==> src/rtl/pmc_defines.svh <==
// constants for the power mode controller
`ifndef PMC_DEFINES_SVH
`define PMC_DEFINES_SVH
`define PMC_ADDR_CTRL 4'h0
`define PMC_ADDR_STATUS 4'h1
`define PMC_ADDR_THRESH 4'h2
`define PMC_ADDR_BATT 4'h3
`define PMC_CTRL_SHIP 0
`define PMC_CTRL_AUX 1
`define PMC_THRESH_RST 12'hC00
`define PMC_THRESH_MAX 12'hD00
`define PMC_HYST_MV 12'h096
`define PMC_WAKE_MS 32'd1000
`define PMC_CLK_MHZ 32'd250
`define PMC_UNMAPPED 32'hFFFFFFFF
`endif

==> src/rtl/pmc_pkg.sv <==
// types for the power mode controller
package pmc_pkg;
   typedef enum logic [1:0] {
      PMC_SHIP,
      PMC_CHARGE,
      PMC_ACTIVE,
      PMC_LOWPWR
   } pmc_mode_t;
endpackage

==> src/rtl/pmc_power_mode_controller.sv <==
// mode controller: ship, charge/adapter, active battery, low power
//
// Notes on behaviour
// - exactly four modes: ship, low power, active battery, charge/adapter
// - interrupt, serial, ADC only in charge or active; charge enable in charge
// - ship latches off; exit by input valid or held-then-released button
// - ship entry ignores the charge-enable input
// - battery insertion with no valid input and button high goes straight to ship
// - ship request with valid input waits until input removed
// - ship request with button low waits until button high
// - button exit from ship needs battery above highest threshold
// - host may clear ship request while input valid; entry cancelled
// - watchdog expiry keeps ship request; pending entry still completes
// - in ship only input comparator and button remain active
// - low power needs select low, input low, button high, serial idle
// - low power disables serial, ADC and oscillators; button stays on
// - aux output keeps its enable state into low power
// - low power left on select high or input valid
// - overvoltage input with select low gives active battery mode
// - select low with button held gives active battery mode
// - button released with select low returns to low power
// - outside ship, no input, battery ok: discharge switch on
// - switch off on overcurrent or battery undervoltage
// - battery threshold programmable with fixed 150 mV hysteresis
// - input valid gives charge mode with ADC and charging
`timescale 1ns/1ps
`include "pmc_defines.svh"
module pmc_power_mode_controller #(
   parameter int WAKE_CYCLES = `PMC_WAKE_MS * `PMC_CLK_MHZ * 1000
) (
   // clock and reset
   input wire logic clk_i,
   input wire logic reset_i,
   // avalon-mm slave
   input wire logic [3:0] avs_address_i,
   input wire logic avs_read_i,
   input wire logic avs_write_i,
   input wire logic [31:0] avs_writedata_i,
   input wire logic [3:0] avs_byteenable_i,
   output logic [31:0] avs_readdata_o,
   output logic avs_waitrequest_o,
   // analogue comparators and pins
   input wire logic input_valid_i,
   input wire logic input_overvoltage_i,
   input wire logic battery_overcurrent_detect_i,
   input wire logic manual_reset_button_n_i,
   input wire logic low_power_select_n_i,
   input wire logic battery_inserted_i,
   input wire logic serial_busy_i,
   input wire logic interrupt_pending_i,
   input wire logic watchdog_expired_i,
   // gated functions
   output logic battery_discharge_switch_o,
   output logic clocks_on_o,
   output logic serial_enable_o,
   output logic adc_enable_o,
   output logic interrupt_enable_o,
   output logic charge_enable_gate_o,
   output logic current_limit_enable_o,
   output logic aux_output_on_o,
   output logic [1:0] mode_o
);
   // ****************************************************************
   // state
   // ****************************************************************
   pmc_pkg::pmc_mode_t mode_r, mode_nxt;
   logic ship_entry_request_r;
   logic aux_output_on_r;
   logic [11:0] battery_undervoltage_threshold_r;
   logic [11:0] battery_mv_r;
   logic battery_undervoltage_detect_r;
   logic [31:0] wake_cnt_r;
   logic wake_armed_r;
   logic ins_d_r;
   logic ack_r;
   logic [31:0] readdata_r;
   logic wr_hit, rd_hit, btn_wake;
   logic [12:0] rise_lvl;

   // a write lands only at the edge that sees waitrequest low
   assign wr_hit = avs_write_i && ack_r;
   assign rd_hit = avs_read_i && !ack_r;
   assign avs_waitrequest_o = (avs_read_i || avs_write_i) && !ack_r;
   assign avs_readdata_o = readdata_r;

   // ****************************************************************
   // bus slave, one wait state
   // ****************************************************************
   always_ff @(posedge clk_i or posedge reset_i) begin
      if (reset_i) begin
         ack_r <= 1'b0;
      end else begin
         ack_r <= (avs_read_i || avs_write_i) && !ack_r;
      end
   end

   always_ff @(posedge clk_i or posedge reset_i) begin
      if (reset_i) begin
         readdata_r <= 32'h00000000;
      end else if (rd_hit) begin
         if (avs_address_i == `PMC_ADDR_CTRL) begin
            readdata_r <= {30'h0, aux_output_on_r, ship_entry_request_r};
         end else if (avs_address_i == `PMC_ADDR_STATUS) begin
            readdata_r <= {28'h0, battery_undervoltage_detect_r,
                           battery_discharge_switch_o, mode_r};
         end else if (avs_address_i == `PMC_ADDR_THRESH) begin
            readdata_r <= {20'h0, battery_undervoltage_threshold_r};
         end else if (avs_address_i == `PMC_ADDR_BATT) begin
            readdata_r <= {20'h0, battery_mv_r};
         end else begin
            readdata_r <= `PMC_UNMAPPED;
         end
      end
   end

   // ship request: cleared by host while input valid or by ship entry;
   // watchdog expiry has no effect on it
   always_ff @(posedge clk_i or posedge reset_i) begin
      if (reset_i) begin
         ship_entry_request_r <= 1'b0;
      end else if (mode_r == pmc_pkg::PMC_SHIP) begin
         ship_entry_request_r <= 1'b0;
      end else if (wr_hit && avs_address_i == `PMC_ADDR_CTRL &&
                   avs_byteenable_i[0]) begin
         if (avs_writedata_i[`PMC_CTRL_SHIP]) begin
            ship_entry_request_r <= 1'b1;
         end else if (input_valid_i) begin
            ship_entry_request_r <= 1'b0;
         end
      end
   end

   // aux enable only changes by software, so it survives low power
   always_ff @(posedge clk_i or posedge reset_i) begin
      if (reset_i) begin
         aux_output_on_r <= 1'b0;
      end else if (wr_hit && avs_address_i == `PMC_ADDR_CTRL &&
                   avs_byteenable_i[0]) begin
         aux_output_on_r <= avs_writedata_i[`PMC_CTRL_AUX];
      end
   end

   always_ff @(posedge clk_i or posedge reset_i) begin
      if (reset_i) begin
         battery_undervoltage_threshold_r <= `PMC_THRESH_RST;
         battery_mv_r <= 12'h000;
      end else if (wr_hit && avs_byteenable_i[1:0] == 2'h3) begin
         if (avs_address_i == `PMC_ADDR_THRESH) begin
            battery_undervoltage_threshold_r <= avs_writedata_i[11:0];
         end else if (avs_address_i == `PMC_ADDR_BATT) begin
            battery_mv_r <= avs_writedata_i[11:0];
         end
      end
   end

   // ****************************************************************
   // battery undervoltage with hysteresis
   // ****************************************************************
   assign rise_lvl = {1'b0, battery_undervoltage_threshold_r} +
                     {1'b0, `PMC_HYST_MV};
   always_ff @(posedge clk_i or posedge reset_i) begin
      if (reset_i) begin
         battery_undervoltage_detect_r <= 1'b1;
      end else if ({1'b0, battery_mv_r} >= rise_lvl) begin
         battery_undervoltage_detect_r <= 1'b0;
      end else if (battery_mv_r < battery_undervoltage_threshold_r) begin
         battery_undervoltage_detect_r <= 1'b1;
      end
   end

   // ****************************************************************
   // wake press timer in ship mode
   // ****************************************************************
   always_ff @(posedge clk_i or posedge reset_i) begin
      if (reset_i) begin
         wake_cnt_r <= 32'h0;
         wake_armed_r <= 1'b0;
      end else if (mode_r != pmc_pkg::PMC_SHIP ||
                   manual_reset_button_n_i) begin
         wake_cnt_r <= 32'h0;
         if (mode_r != pmc_pkg::PMC_SHIP) begin
            wake_armed_r <= 1'b0;
         end
      end else if (wake_cnt_r >= WAKE_CYCLES - 1) begin
         wake_armed_r <= 1'b1;
      end else begin
         wake_cnt_r <= wake_cnt_r + 32'h1;
      end
   end

   assign btn_wake = wake_armed_r && manual_reset_button_n_i &&
                     battery_mv_r > `PMC_THRESH_MAX;

   always_ff @(posedge clk_i or posedge reset_i) begin
      if (reset_i) begin
         ins_d_r <= 1'b0;
      end else begin
         ins_d_r <= battery_inserted_i;
      end
   end

   // ****************************************************************
   // mode selection
   // ****************************************************************
   always_comb begin
      mode_nxt = mode_r;
      case (mode_r)
         pmc_pkg::PMC_SHIP: begin
            if (input_valid_i) begin
               mode_nxt = pmc_pkg::PMC_CHARGE;
            end else if (btn_wake) begin
               mode_nxt = pmc_pkg::PMC_ACTIVE;
            end
         end
         default: begin
            // ship first, then charge, active, low power
            if ((battery_inserted_i && !ins_d_r && !input_valid_i &&
                 manual_reset_button_n_i) ||
                (ship_entry_request_r && !input_valid_i &&
                 manual_reset_button_n_i)) begin
               mode_nxt = pmc_pkg::PMC_SHIP;
            end else if (input_valid_i) begin
               mode_nxt = pmc_pkg::PMC_CHARGE;
            end else if (low_power_select_n_i || input_overvoltage_i ||
                         !manual_reset_button_n_i) begin
               mode_nxt = pmc_pkg::PMC_ACTIVE;
            end else if (mode_r == pmc_pkg::PMC_LOWPWR ||
                         (!serial_busy_i && !interrupt_pending_i)) begin
               mode_nxt = pmc_pkg::PMC_LOWPWR;
            end else begin
               mode_nxt = pmc_pkg::PMC_ACTIVE;
            end
         end
      endcase
   end

   always_ff @(posedge clk_i or posedge reset_i) begin
      if (reset_i) begin
         mode_r <= pmc_pkg::PMC_ACTIVE;
      end else begin
         mode_r <= mode_nxt;
      end
   end

   // ****************************************************************
   // function gating
   // ****************************************************************
   // modes in which clocks, serial, ADC and interrupt run
   function automatic logic fn_awake(input pmc_pkg::pmc_mode_t m);
      return m == pmc_pkg::PMC_CHARGE || m == pmc_pkg::PMC_ACTIVE;
   endfunction

   always_ff @(posedge clk_i or posedge reset_i) begin
      if (reset_i) begin
         battery_discharge_switch_o <= 1'b0;
         clocks_on_o <= 1'b1;
         serial_enable_o <= 1'b0;
         adc_enable_o <= 1'b0;
         interrupt_enable_o <= 1'b0;
         charge_enable_gate_o <= 1'b0;
         current_limit_enable_o <= 1'b0;
         aux_output_on_o <= 1'b0;
         mode_o <= 2'h0;
      end else begin
         battery_discharge_switch_o <= mode_nxt != pmc_pkg::PMC_SHIP &&
            !input_valid_i && !battery_undervoltage_detect_r &&
            !battery_overcurrent_detect_i;
         clocks_on_o <= fn_awake(mode_nxt);
         serial_enable_o <= fn_awake(mode_nxt);
         adc_enable_o <= fn_awake(mode_nxt);
         interrupt_enable_o <= fn_awake(mode_nxt);
         charge_enable_gate_o <= mode_nxt == pmc_pkg::PMC_CHARGE;
         current_limit_enable_o <= mode_nxt == pmc_pkg::PMC_CHARGE;
         aux_output_on_o <= aux_output_on_r &&
            mode_nxt != pmc_pkg::PMC_SHIP;
         mode_o <= mode_nxt;
      end
   end

   // ****************************************************************
   // checks
   // ****************************************************************
   a_ship_switch_off: assert property (@(posedge clk_i) disable iff (reset_i)
      mode_r == pmc_pkg::PMC_SHIP |-> !battery_discharge_switch_o)
      else $error("switch on in ship mode");
   a_ship_wait_input: assert property (@(posedge clk_i) disable iff (reset_i)
      input_valid_i && mode_r != pmc_pkg::PMC_SHIP
      |=> mode_r == pmc_pkg::PMC_CHARGE)
      else $error("left charge mode while input valid");
   a_ship_wait_button: assert property (@(posedge clk_i) disable iff (reset_i)
      !manual_reset_button_n_i && mode_r != pmc_pkg::PMC_SHIP
      |=> mode_r != pmc_pkg::PMC_SHIP)
      else $error("ship entered with button low");
   a_lowpwr_serial_off: assert property (@(posedge clk_i) disable iff (reset_i)
      mode_nxt == pmc_pkg::PMC_LOWPWR |=> !serial_enable_o && !adc_enable_o)
      else $error("serial on in low power");
   a_lowpwr_exit: assert property (@(posedge clk_i) disable iff (reset_i)
      mode_r == pmc_pkg::PMC_LOWPWR && low_power_select_n_i
      |=> mode_r != pmc_pkg::PMC_LOWPWR)
      else $error("stayed in low power");
   a_active_button: assert property (@(posedge clk_i) disable iff (reset_i)
      mode_r != pmc_pkg::PMC_SHIP && !input_valid_i &&
      !manual_reset_button_n_i |=> mode_r == pmc_pkg::PMC_ACTIVE &&
      clocks_on_o)
      else $error("not active with button held");
   a_charge_gate: assert property (@(posedge clk_i) disable iff (reset_i)
      charge_enable_gate_o |-> mode_r == pmc_pkg::PMC_CHARGE)
      else $error("charge gate outside charge mode");
   a_ovp_active: assert property (@(posedge clk_i) disable iff (reset_i)
      mode_r != pmc_pkg::PMC_SHIP && !input_valid_i && input_overvoltage_i &&
      !ship_entry_request_r && !battery_inserted_i
      |=> mode_r == pmc_pkg::PMC_ACTIVE)
      else $error("overvoltage did not force active");
   a_ocp_switch: assert property (@(posedge clk_i) disable iff (reset_i)
      battery_overcurrent_detect_i |=> !battery_discharge_switch_o)
      else $error("switch on during overcurrent");
   a_wdog_keeps_req: assert property (@(posedge clk_i) disable iff (reset_i)
      ship_entry_request_r && watchdog_expired_i &&
      mode_r != pmc_pkg::PMC_SHIP &&
      !(avs_write_i && avs_address_i == `PMC_ADDR_CTRL)
      |=> ship_entry_request_r)
      else $error("ship request lost on watchdog");
   a_ship_aux_off: assert property (@(posedge clk_i) disable iff (reset_i)
      mode_r == pmc_pkg::PMC_SHIP |-> !aux_output_on_o && !clocks_on_o)
      else $error("function on in ship mode");
   a_lowpwr_clocks: assert property (@(posedge clk_i) disable iff (reset_i)
      mode_r == pmc_pkg::PMC_LOWPWR |-> !clocks_on_o && !serial_enable_o)
      else $error("clocks on in low power");
   a_charge_input_current_limit: assert property (@(posedge clk_i) disable iff (reset_i)
      mode_r == pmc_pkg::PMC_CHARGE |->
      current_limit_enable_o && charge_enable_gate_o)
      else $error("charge gates off in charge mode");
   a_active_gates: assert property (@(posedge clk_i) disable iff (reset_i)
      mode_nxt == pmc_pkg::PMC_ACTIVE |=> interrupt_enable_o &&
      adc_enable_o && !charge_enable_gate_o)
      else $error("wrong gates in active mode");
   a_uv_switch_off: assert property (@(posedge clk_i) disable iff (reset_i)
      battery_undervoltage_detect_r |=> !battery_discharge_switch_o)
      else $error("switch on during undervoltage");
   a_insert_ship: assert property (@(posedge clk_i) disable iff (reset_i)
      mode_r != pmc_pkg::PMC_SHIP && battery_inserted_i && !ins_d_r &&
      !input_valid_i && manual_reset_button_n_i
      |=> mode_r == pmc_pkg::PMC_SHIP)
      else $error("insertion did not enter ship");
   a_btn_wake_level: assert property (@(posedge clk_i) disable iff (reset_i)
      mode_r == pmc_pkg::PMC_SHIP && !input_valid_i &&
      battery_mv_r <= `PMC_THRESH_MAX
      |=> mode_r == pmc_pkg::PMC_SHIP)
      else $error("left ship with low battery");
endmodule

==> config.mk <==
export PLATFORM = sky130hd
export DESIGN_NAME = pmc_power_mode_controller
export DESIGN_NICKNAME = d
export VERILOG_FILES = /design/src/rtl/pmc_pkg.sv /design/src/rtl/pmc_power_mode_controller.sv
export VERILOG_INCLUDE_DIRS = /design/src /design/src/rtl
export SDC_FILE = /design/constraint.sdc
export NUM_CORES = 1
export LEC_CHECK = 0
export ABC_AREA = 1
export BUFFER_PORTS_ARGS = -buffer_cell sky130_fd_sc_hd__buf_2
export CAP_MARGIN = 20
export CORE_MARGIN = 4
export CORE_UTILIZATION = 53
export CTS_CLUSTER_SIZE = 8
export DETAILED_ROUTE_END_ITERATION = 8
export PLACE_DENSITY = 0.76
export SKIP_LAST_GASP = 1
export SLEW_MARGIN = 25
export SYNTH_ARGS = -nofsm -noshare
export SYNTH_HDL_FRONTEND = slang
export SYNTH_SLANG_ARGS = --single-unit
==> constraint.sdc <==
create_clock -name clk_i -period 6.3 [get_ports clk_i]
set_input_delay 0.63 -clock clk_i [delete_from_list [all_inputs] [get_ports clk_i]]
set_output_delay 0.63 -clock clk_i [all_outputs]
set_load 0.02 [all_outputs]
Yosys cells after proc, flatten, opt, wreduce, memory -nomap -nowiden
Index checks and enable logic that the tools add are counted.
{"block": "op_classes", "n_addsub": 2, "magnitude_cmp": 4, "eq_ne": 9, "mux": 22, "n_bitwise": 1, "reduce_logical": 45}
{"cell": "two-way mux 32 bit", "count": 6}
{"cell": "adder 32 x 1 -> 32 bit (second input constant)", "count": 1}
{"cell": ">= comparator 32 x 28 -> 1 bit (second input constant)", "count": 1}
{"cell": "logical AND 1 bit", "count": 18}
{"cell": "adder 12 x 8 -> 13 bit (second input constant)", "count": 1}
{"cell": ">= comparator 12 x 13 -> 1 bit", "count": 1}
{"cell": "greater-than comparator 12 bit (second input constant)", "count": 1}
{"cell": "less-than comparator 12 bit", "count": 1}
{"cell": "two-way mux 1 bit", "count": 11}
{"cell": "two-way mux 2 bit", "count": 5}
{"cell": "nonzero test 2 bit", "count": 5}
{"cell": "equality test 4 x 2 -> 1 bit (second input constant)", "count": 2}
{"cell": "logical NOT 1 bit", "count": 8}
{"cell": "logical OR 1 bit", "count": 7}
{"cell": "equality test 2 bit (second input constant)", "count": 3}
{"cell": "AND reduction 2 bit", "count": 3}
{"cell": "equality test 4 x 1 -> 1 bit (second input constant)", "count": 1}
{"cell": "logical NOT 4 bit", "count": 1}
{"cell": "inequality test 2 bit (second input constant)", "count": 2}
{"cell": "AND reduction 3 bit", "count": 1}
{"cell": "nonzero test 3 bit", "count": 1}
{"cell": "equality test 2 x 1 -> 1 bit (second input constant)", "count": 1}
{"cell": "logical NOT 2 bit", "count": 1}
{"cell": "inverter 1 bit", "count": 1}
{"block": "word_totals", "regBits": 103}

Depth between registers and ports, before layout
{"block": "logic_depth", "depth_word": 12, "ltp_mapped": 17, "ltp_nobuf": 17}

Worst setup path after synthesis
OpenSTA, ideal clock, no wires.
{"block": "synth_path", "kind": "reg2reg", "startpoint": "reg battery_undervoltage_threshold_r[1]", "endpoint": "reg battery_undervoltage_detect_r", "arrival_time_ps": 1923, "t_required_ps": 6233, "path_slack_ps": 4310, "stages_incl_launch_ff": 15, "n_path_buf": 0, "period_less_slack_ps": 1990, "path_cell_list": "dfrtp_1 inv_1 ha_1 nor2_1 nor2_1 nor2_1 nor2_1 nor3_1 xor2_1 ha_1 inv_1 nor2_1 o211ai_1 nand2_1 nor2_1"}
{"block": "synth_between", "elab_chain_cells": 3, "word_cells_on_any_way": 5, "cone_classes": "add/sub (1); order compare (2); mux (1); reduce/logical (1)"}
{"element": "start: declaration", "line": "pmc_power_mode_controller.sv:69", "source": "logic [11:0] battery_undervoltage_threshold_r;"}
{"element": "start signal: assignment", "line": "pmc_power_mode_controller.sv:145", "source": "battery_undervoltage_threshold_r <= `PMC_THRESH_RST;"}
{"element": "start signal: assignment", "line": "pmc_power_mode_controller.sv:149", "source": "battery_undervoltage_threshold_r <= avs_writedata_i[11:0];"}
{"element": "adder 12 x 8 -> 13 bit", "line": "pmc_power_mode_controller.sv:159", "source": "assign rise_lvl = {1'b0, battery_undervoltage_threshold_r} +"}
{"element": ">= comparator 12 x 13 -> 1 bit", "line": "pmc_power_mode_controller.sv:164", "source": "end else if ({1'b0, battery_mv_r} >= rise_lvl) begin"}
{"element": "two-way mux 1 bit or nonzero test 2 bit (tied branches)"}
{"element": "end signal: assignment", "line": "pmc_power_mode_controller.sv:163", "source": "battery_undervoltage_detect_r <= 1'b1;"}
{"element": "end signal: assignment", "line": "pmc_power_mode_controller.sv:165", "source": "battery_undervoltage_detect_r <= 1'b0;"}
{"element": "end signal: assignment", "line": "pmc_power_mode_controller.sv:167", "source": "battery_undervoltage_detect_r <= 1'b1;"}
{"element": "end: declaration", "line": "pmc_power_mode_controller.sv:71", "source": "logic battery_undervoltage_detect_r;"}
Several ways; a longest one is shown, not always the timed one.
A chain may end at the register's enable or synchronous reset.

Final worst setup path
{"block": "layout_path", "startpoint": "reg mode_r[1]", "endpoint": "reg battery_discharge_switch_o"}
{"block": "layout_between", "elab_chain_cells": 11, "word_cells_on_any_way": 14, "cone_classes": "eq/ne (1); mux (7); reduce/logical (6)"}
{"element": "start: declaration", "line": "pmc_power_mode_controller.sv:66", "source": "pmc_pkg::pmc_mode_t mode_r, mode_nxt;"}
{"element": "start signal: assignment", "line": "pmc_power_mode_controller.sv:239", "source": "mode_r <= pmc_pkg::PMC_ACTIVE;"}
{"element": "start signal: assignment", "line": "pmc_power_mode_controller.sv:241", "source": "mode_r <= mode_nxt;"}
{"element": "equality test 2 bit", "line": "pmc_power_mode_controller.sv:227", "source": "end else if (mode_r == pmc_pkg::PMC_LOWPWR ||"}
{"element": "logical OR 1 bit", "line": "pmc_power_mode_controller.sv:227"}
{"element": "two-way mux 1 bit", "line": "pmc_power_mode_controller.sv:227"}
{"element": "two-way mux 1 bit", "line": "pmc_power_mode_controller.sv:224", "source": "end else if (low_power_select_n_i || input_overvoltage_i ||"}
{"element": "two-way mux 2 bit", "line": "pmc_power_mode_controller.sv:222", "source": "end else if (input_valid_i) begin"}
{"element": "two-way mux 2 bit", "line": "pmc_power_mode_controller.sv:217", "source": "if ((battery_inserted_i && !ins_d_r && !input_valid_i &&"}
{"element": "two-way mux 2 bit *", "line": "pmc_power_mode_controller.sv:207", "source": "case (mode_r)"}
{"element": "nonzero test 2 bit *", "line": "pmc_power_mode_controller.sv:265", "source": "battery_discharge_switch_o <= mode_nxt != pmc_pkg::PMC_SHIP &&"}
{"element": "logical AND 1 bit *", "line": "pmc_power_mode_controller.sv:265"}
{"element": "logical AND 1 bit * (2 in a row)", "line": "pmc_power_mode_controller.sv:266", "source": "!input_valid_i && !battery_undervoltage_detect_r &&"}
{"element": "end signal: assignment", "line": "pmc_power_mode_controller.sv:265"}
{"element": "end: declaration", "line": "pmc_power_mode_controller.sv:53", "source": "output logic battery_discharge_switch_o,"}
Mark *: on every way between the ends. The rest lies on a longest branch, timed or not.

==> out/results.ini <==
[run_status]
status=complete, no violations

[power]
leakage_nw=2.94
vdd_ir_drop_max_uv=98.3
pwr_density_cell_nw_per_um2=220

[route]
wl_um=13100
wl_per_cell_um=14.0
drc_errors=0
first_pass_iters=5
drt.antenna.violating_nets=0
first_iter_violations=388
vias=4922
vias_per_cell=5.25

[clocking]
clkSinkCount=83
cts_buffers=9
root_buffer=clkbuf_8
cts_setup_buffers=0
insertion_delay_ns=0.36
path_clk_slew_ns=0.08
cts_htree_levels=3
cts_buffer_depth=2
ctsHoldBuffers=0
ctsResizeCount=0
cts_tree=built

[finish]
fin_util_pct=58.9
n_antenna_cell=0
drive_above_1_share_pct=12.9
areaGrowthSynthToFinish_pct=8.26
nets=879

[grt]
grt_max_degree=84
grt_overflow=0
antenna_found_initial=0
grt_pass1_vias=4705
grt_first_pass_wirelength_um=22000
grt_usage_pct=23.6

[sta]
finalCriticalPeriod_ns=2.56
fin_setup_tns_ns=0
tightest_slew_ns=1.01
fmax_mhz=391
finalSetupViolations=0
timing.slew.headroom_pct=32.5
hold_viol=0
fin_crit_sh_pct=40.6
fin_skew_ns=0.0104
hold-worst-slack_ns=0.395
rsz0062_at_grt=false
slew_viol_final=0

[yosys]
syn_nets=837
yosys-top-cells-area=dfrtp_1, nand2_1, nor2_1
synth_ff_type=dfrtp_1
synth.most_common_cell=nand2_1
avgSynthCellArea_sq_um=7.06
synth_area_sq_um=5350
async_flop_share_pct=100
synthCells=757
synthTopCellsByCount=nand2_1, nor2_1, inv_1
synth_area_leader_cell=dfrtp_1
synth_edf_count=0
synth_seq_cells=83
ys_seq_area_share_pct=39.0
ys_types=32
yosys_warnings=0
yosysTopAreaCellShare_pct=36.5

[critical_path]
critPathRequiredTime_ns=6.56
cpMostUsedCell=inv_1
crit_chain=nor2_2, inv_1, nor2_2, buf_4, inv_1, nand3_1, inv_1, nand2_1, ha_1, nor4_1
worst_path_max_delay_cell=inv_1
end_kind=flop
cp_max_fo=40
cp-start-kind=flop
cpPeakStageDelay_ns=0.63
crit_arrival_ns=2.82
critPathKind=flop to flop

[floorplan]
die_h_um=108
pin_count=96
start_util_pct=54.4
die_area_sq_um=11800
die_x_um=108
coreArea_sq_um=9820
rows=36

[place]
gp_congestion=0.902
numPortBuffers=72
dpl.hpwl_um=9610

[hold_path]
hold_path.class=primary input to flop

[job]
cap_violations=0

## layout by cell type, fill, tap and decap left out, types with 2 or more instances in the layout
cell type | Yosys | final
nor2_1 | 119 | 119
o22ai_1 | 2 | 2
nor2_2 | 4 | 4
o21ai_1 | 5 | 5
ha_1 | 27 | 27
dfstp_2 | 5 | 5
nand2_4 | 2 | 2
o221ai_1 | 6 | 6
o21ai_0 | 42 | 42
inv_2 | 2 | 2
nor3_1 | 6 | 6
nand3_1 | 53 | 53
nand4_1 | 15 | 15
xor2_1 | 18 | 18
dfrtp_1 | 78 | 78
inv_1 | 80 | 79
clkbuf_8 | 0 | 11
clkinv_2 | 0 | 3
a21oi_1 | 14 | 14
buf_2 | 4 | 72
nand2_1 | 226 | 226
## cell families (layout without fill, tap and decap cells)
family	Yosys count	after routing	share of synthesized area, %
fa+ha+maj	27	27	6.32
compound gates	74	74	7.65
xor+xnor	19	19	3.11
flops	83	83	39.0
simple gates	428	428	32.7
buf+inv	126	173	11.2
## metal layers
metal	part of all wire (%)	wire length (um)	vias to the layer above	track usage, %
met3	7.7	1000	18	2.81
li1	-	-	2464	-
met4	1.9	251	0	9.29
met2	44	5710	171	36.7
met1	47	6140	2269	33.8
met5	0	0	-	0
## through the flow
stage / power (mW) / std cells / worst slack (ns) / area [sq um]
detailed placement: 0.920 / 921 / 3.71 / 5600
global placement: 0.911 / 921 / 3.78 / 5600
finish: 1.27 / 937 / 3.74 / 5790
CTS: 1.28 / 937 / 3.72 / 5780
global route: 1.34 / 937 / 3.53 / 5790
floorplan: 0.851 / 757 / 3.54 / 5350
## power by group
group,internal (mW),switching (mW),leakage (nW)
sequential,0.576,0.0394,1.09
combinational,0.0998,0.193,1.76
clock,0.164,0.197,0.0924
total,0.841,0.430,2.94
## sequential cells by signal, indices dropped and copies added, names as in the netlist
register / cells
wake_cnt_r: 32
avs_readdata_o: 13
battery_mv_r: 12
battery_undervoltage_threshold_r: 12
mode_o: 2
ack_r: 1
aux_output_on_o: 1
aux_output_on_r: 1
battery_discharge_switch_o: 1
battery_undervoltage_detect_r: 1
clocks_on_o: 1
current_limit_enable_o: 1
ins_d_r: 1
interrupt_enable_o: 1
mode_r: 1
ship_entry_request_r: 1
wake_armed_r: 1
## path summary, 6_finish.rpt
path,to,from,slack (ns),depth (start not counted)
min in group asynchronous,battery_mv_r[8]$_DFFE_PP0P_,reset_i,0.46,3
max,battery_discharge_switch_o$_DFF_PP0_,mode_r[1]$_DFF_PP1_,3.74,10
max reg2reg,battery_discharge_switch_o$_DFF_PP0_,mode_r[1]$_DFF_PP1_,3.74,10
min,ins_d_r$_DFF_PP0_,battery_inserted_i,0.40,1
max in group asynchronous,wake_cnt_r[28]$_DFFE_PP0P_,reset_i,5.33,3
min reg2reg,ack_r$_DFF_PP0_,ack_r$_DFF_PP0_,0.48,1
## cell type report
type,count,area (sq um)
fillers,931,4030
multi-input cells,548,2660
flip-flops and latches,83,2080
repair buffers,74,379
inverters,83,313
well taps,133,166
clock buffers,12,155
clock inverters,4,26.3
## critical path, delay by kind of cell, from the launching register on
kind / cells / cell delay [ns]
DFF: 1 / 0.56
adders and majority gates: 1 / 0.22
buffers and inverters: 4 / 1.08
and+or+nand+nor: 5 / 0.60
No activity file was read; power rests on OpenSTA's default activity.
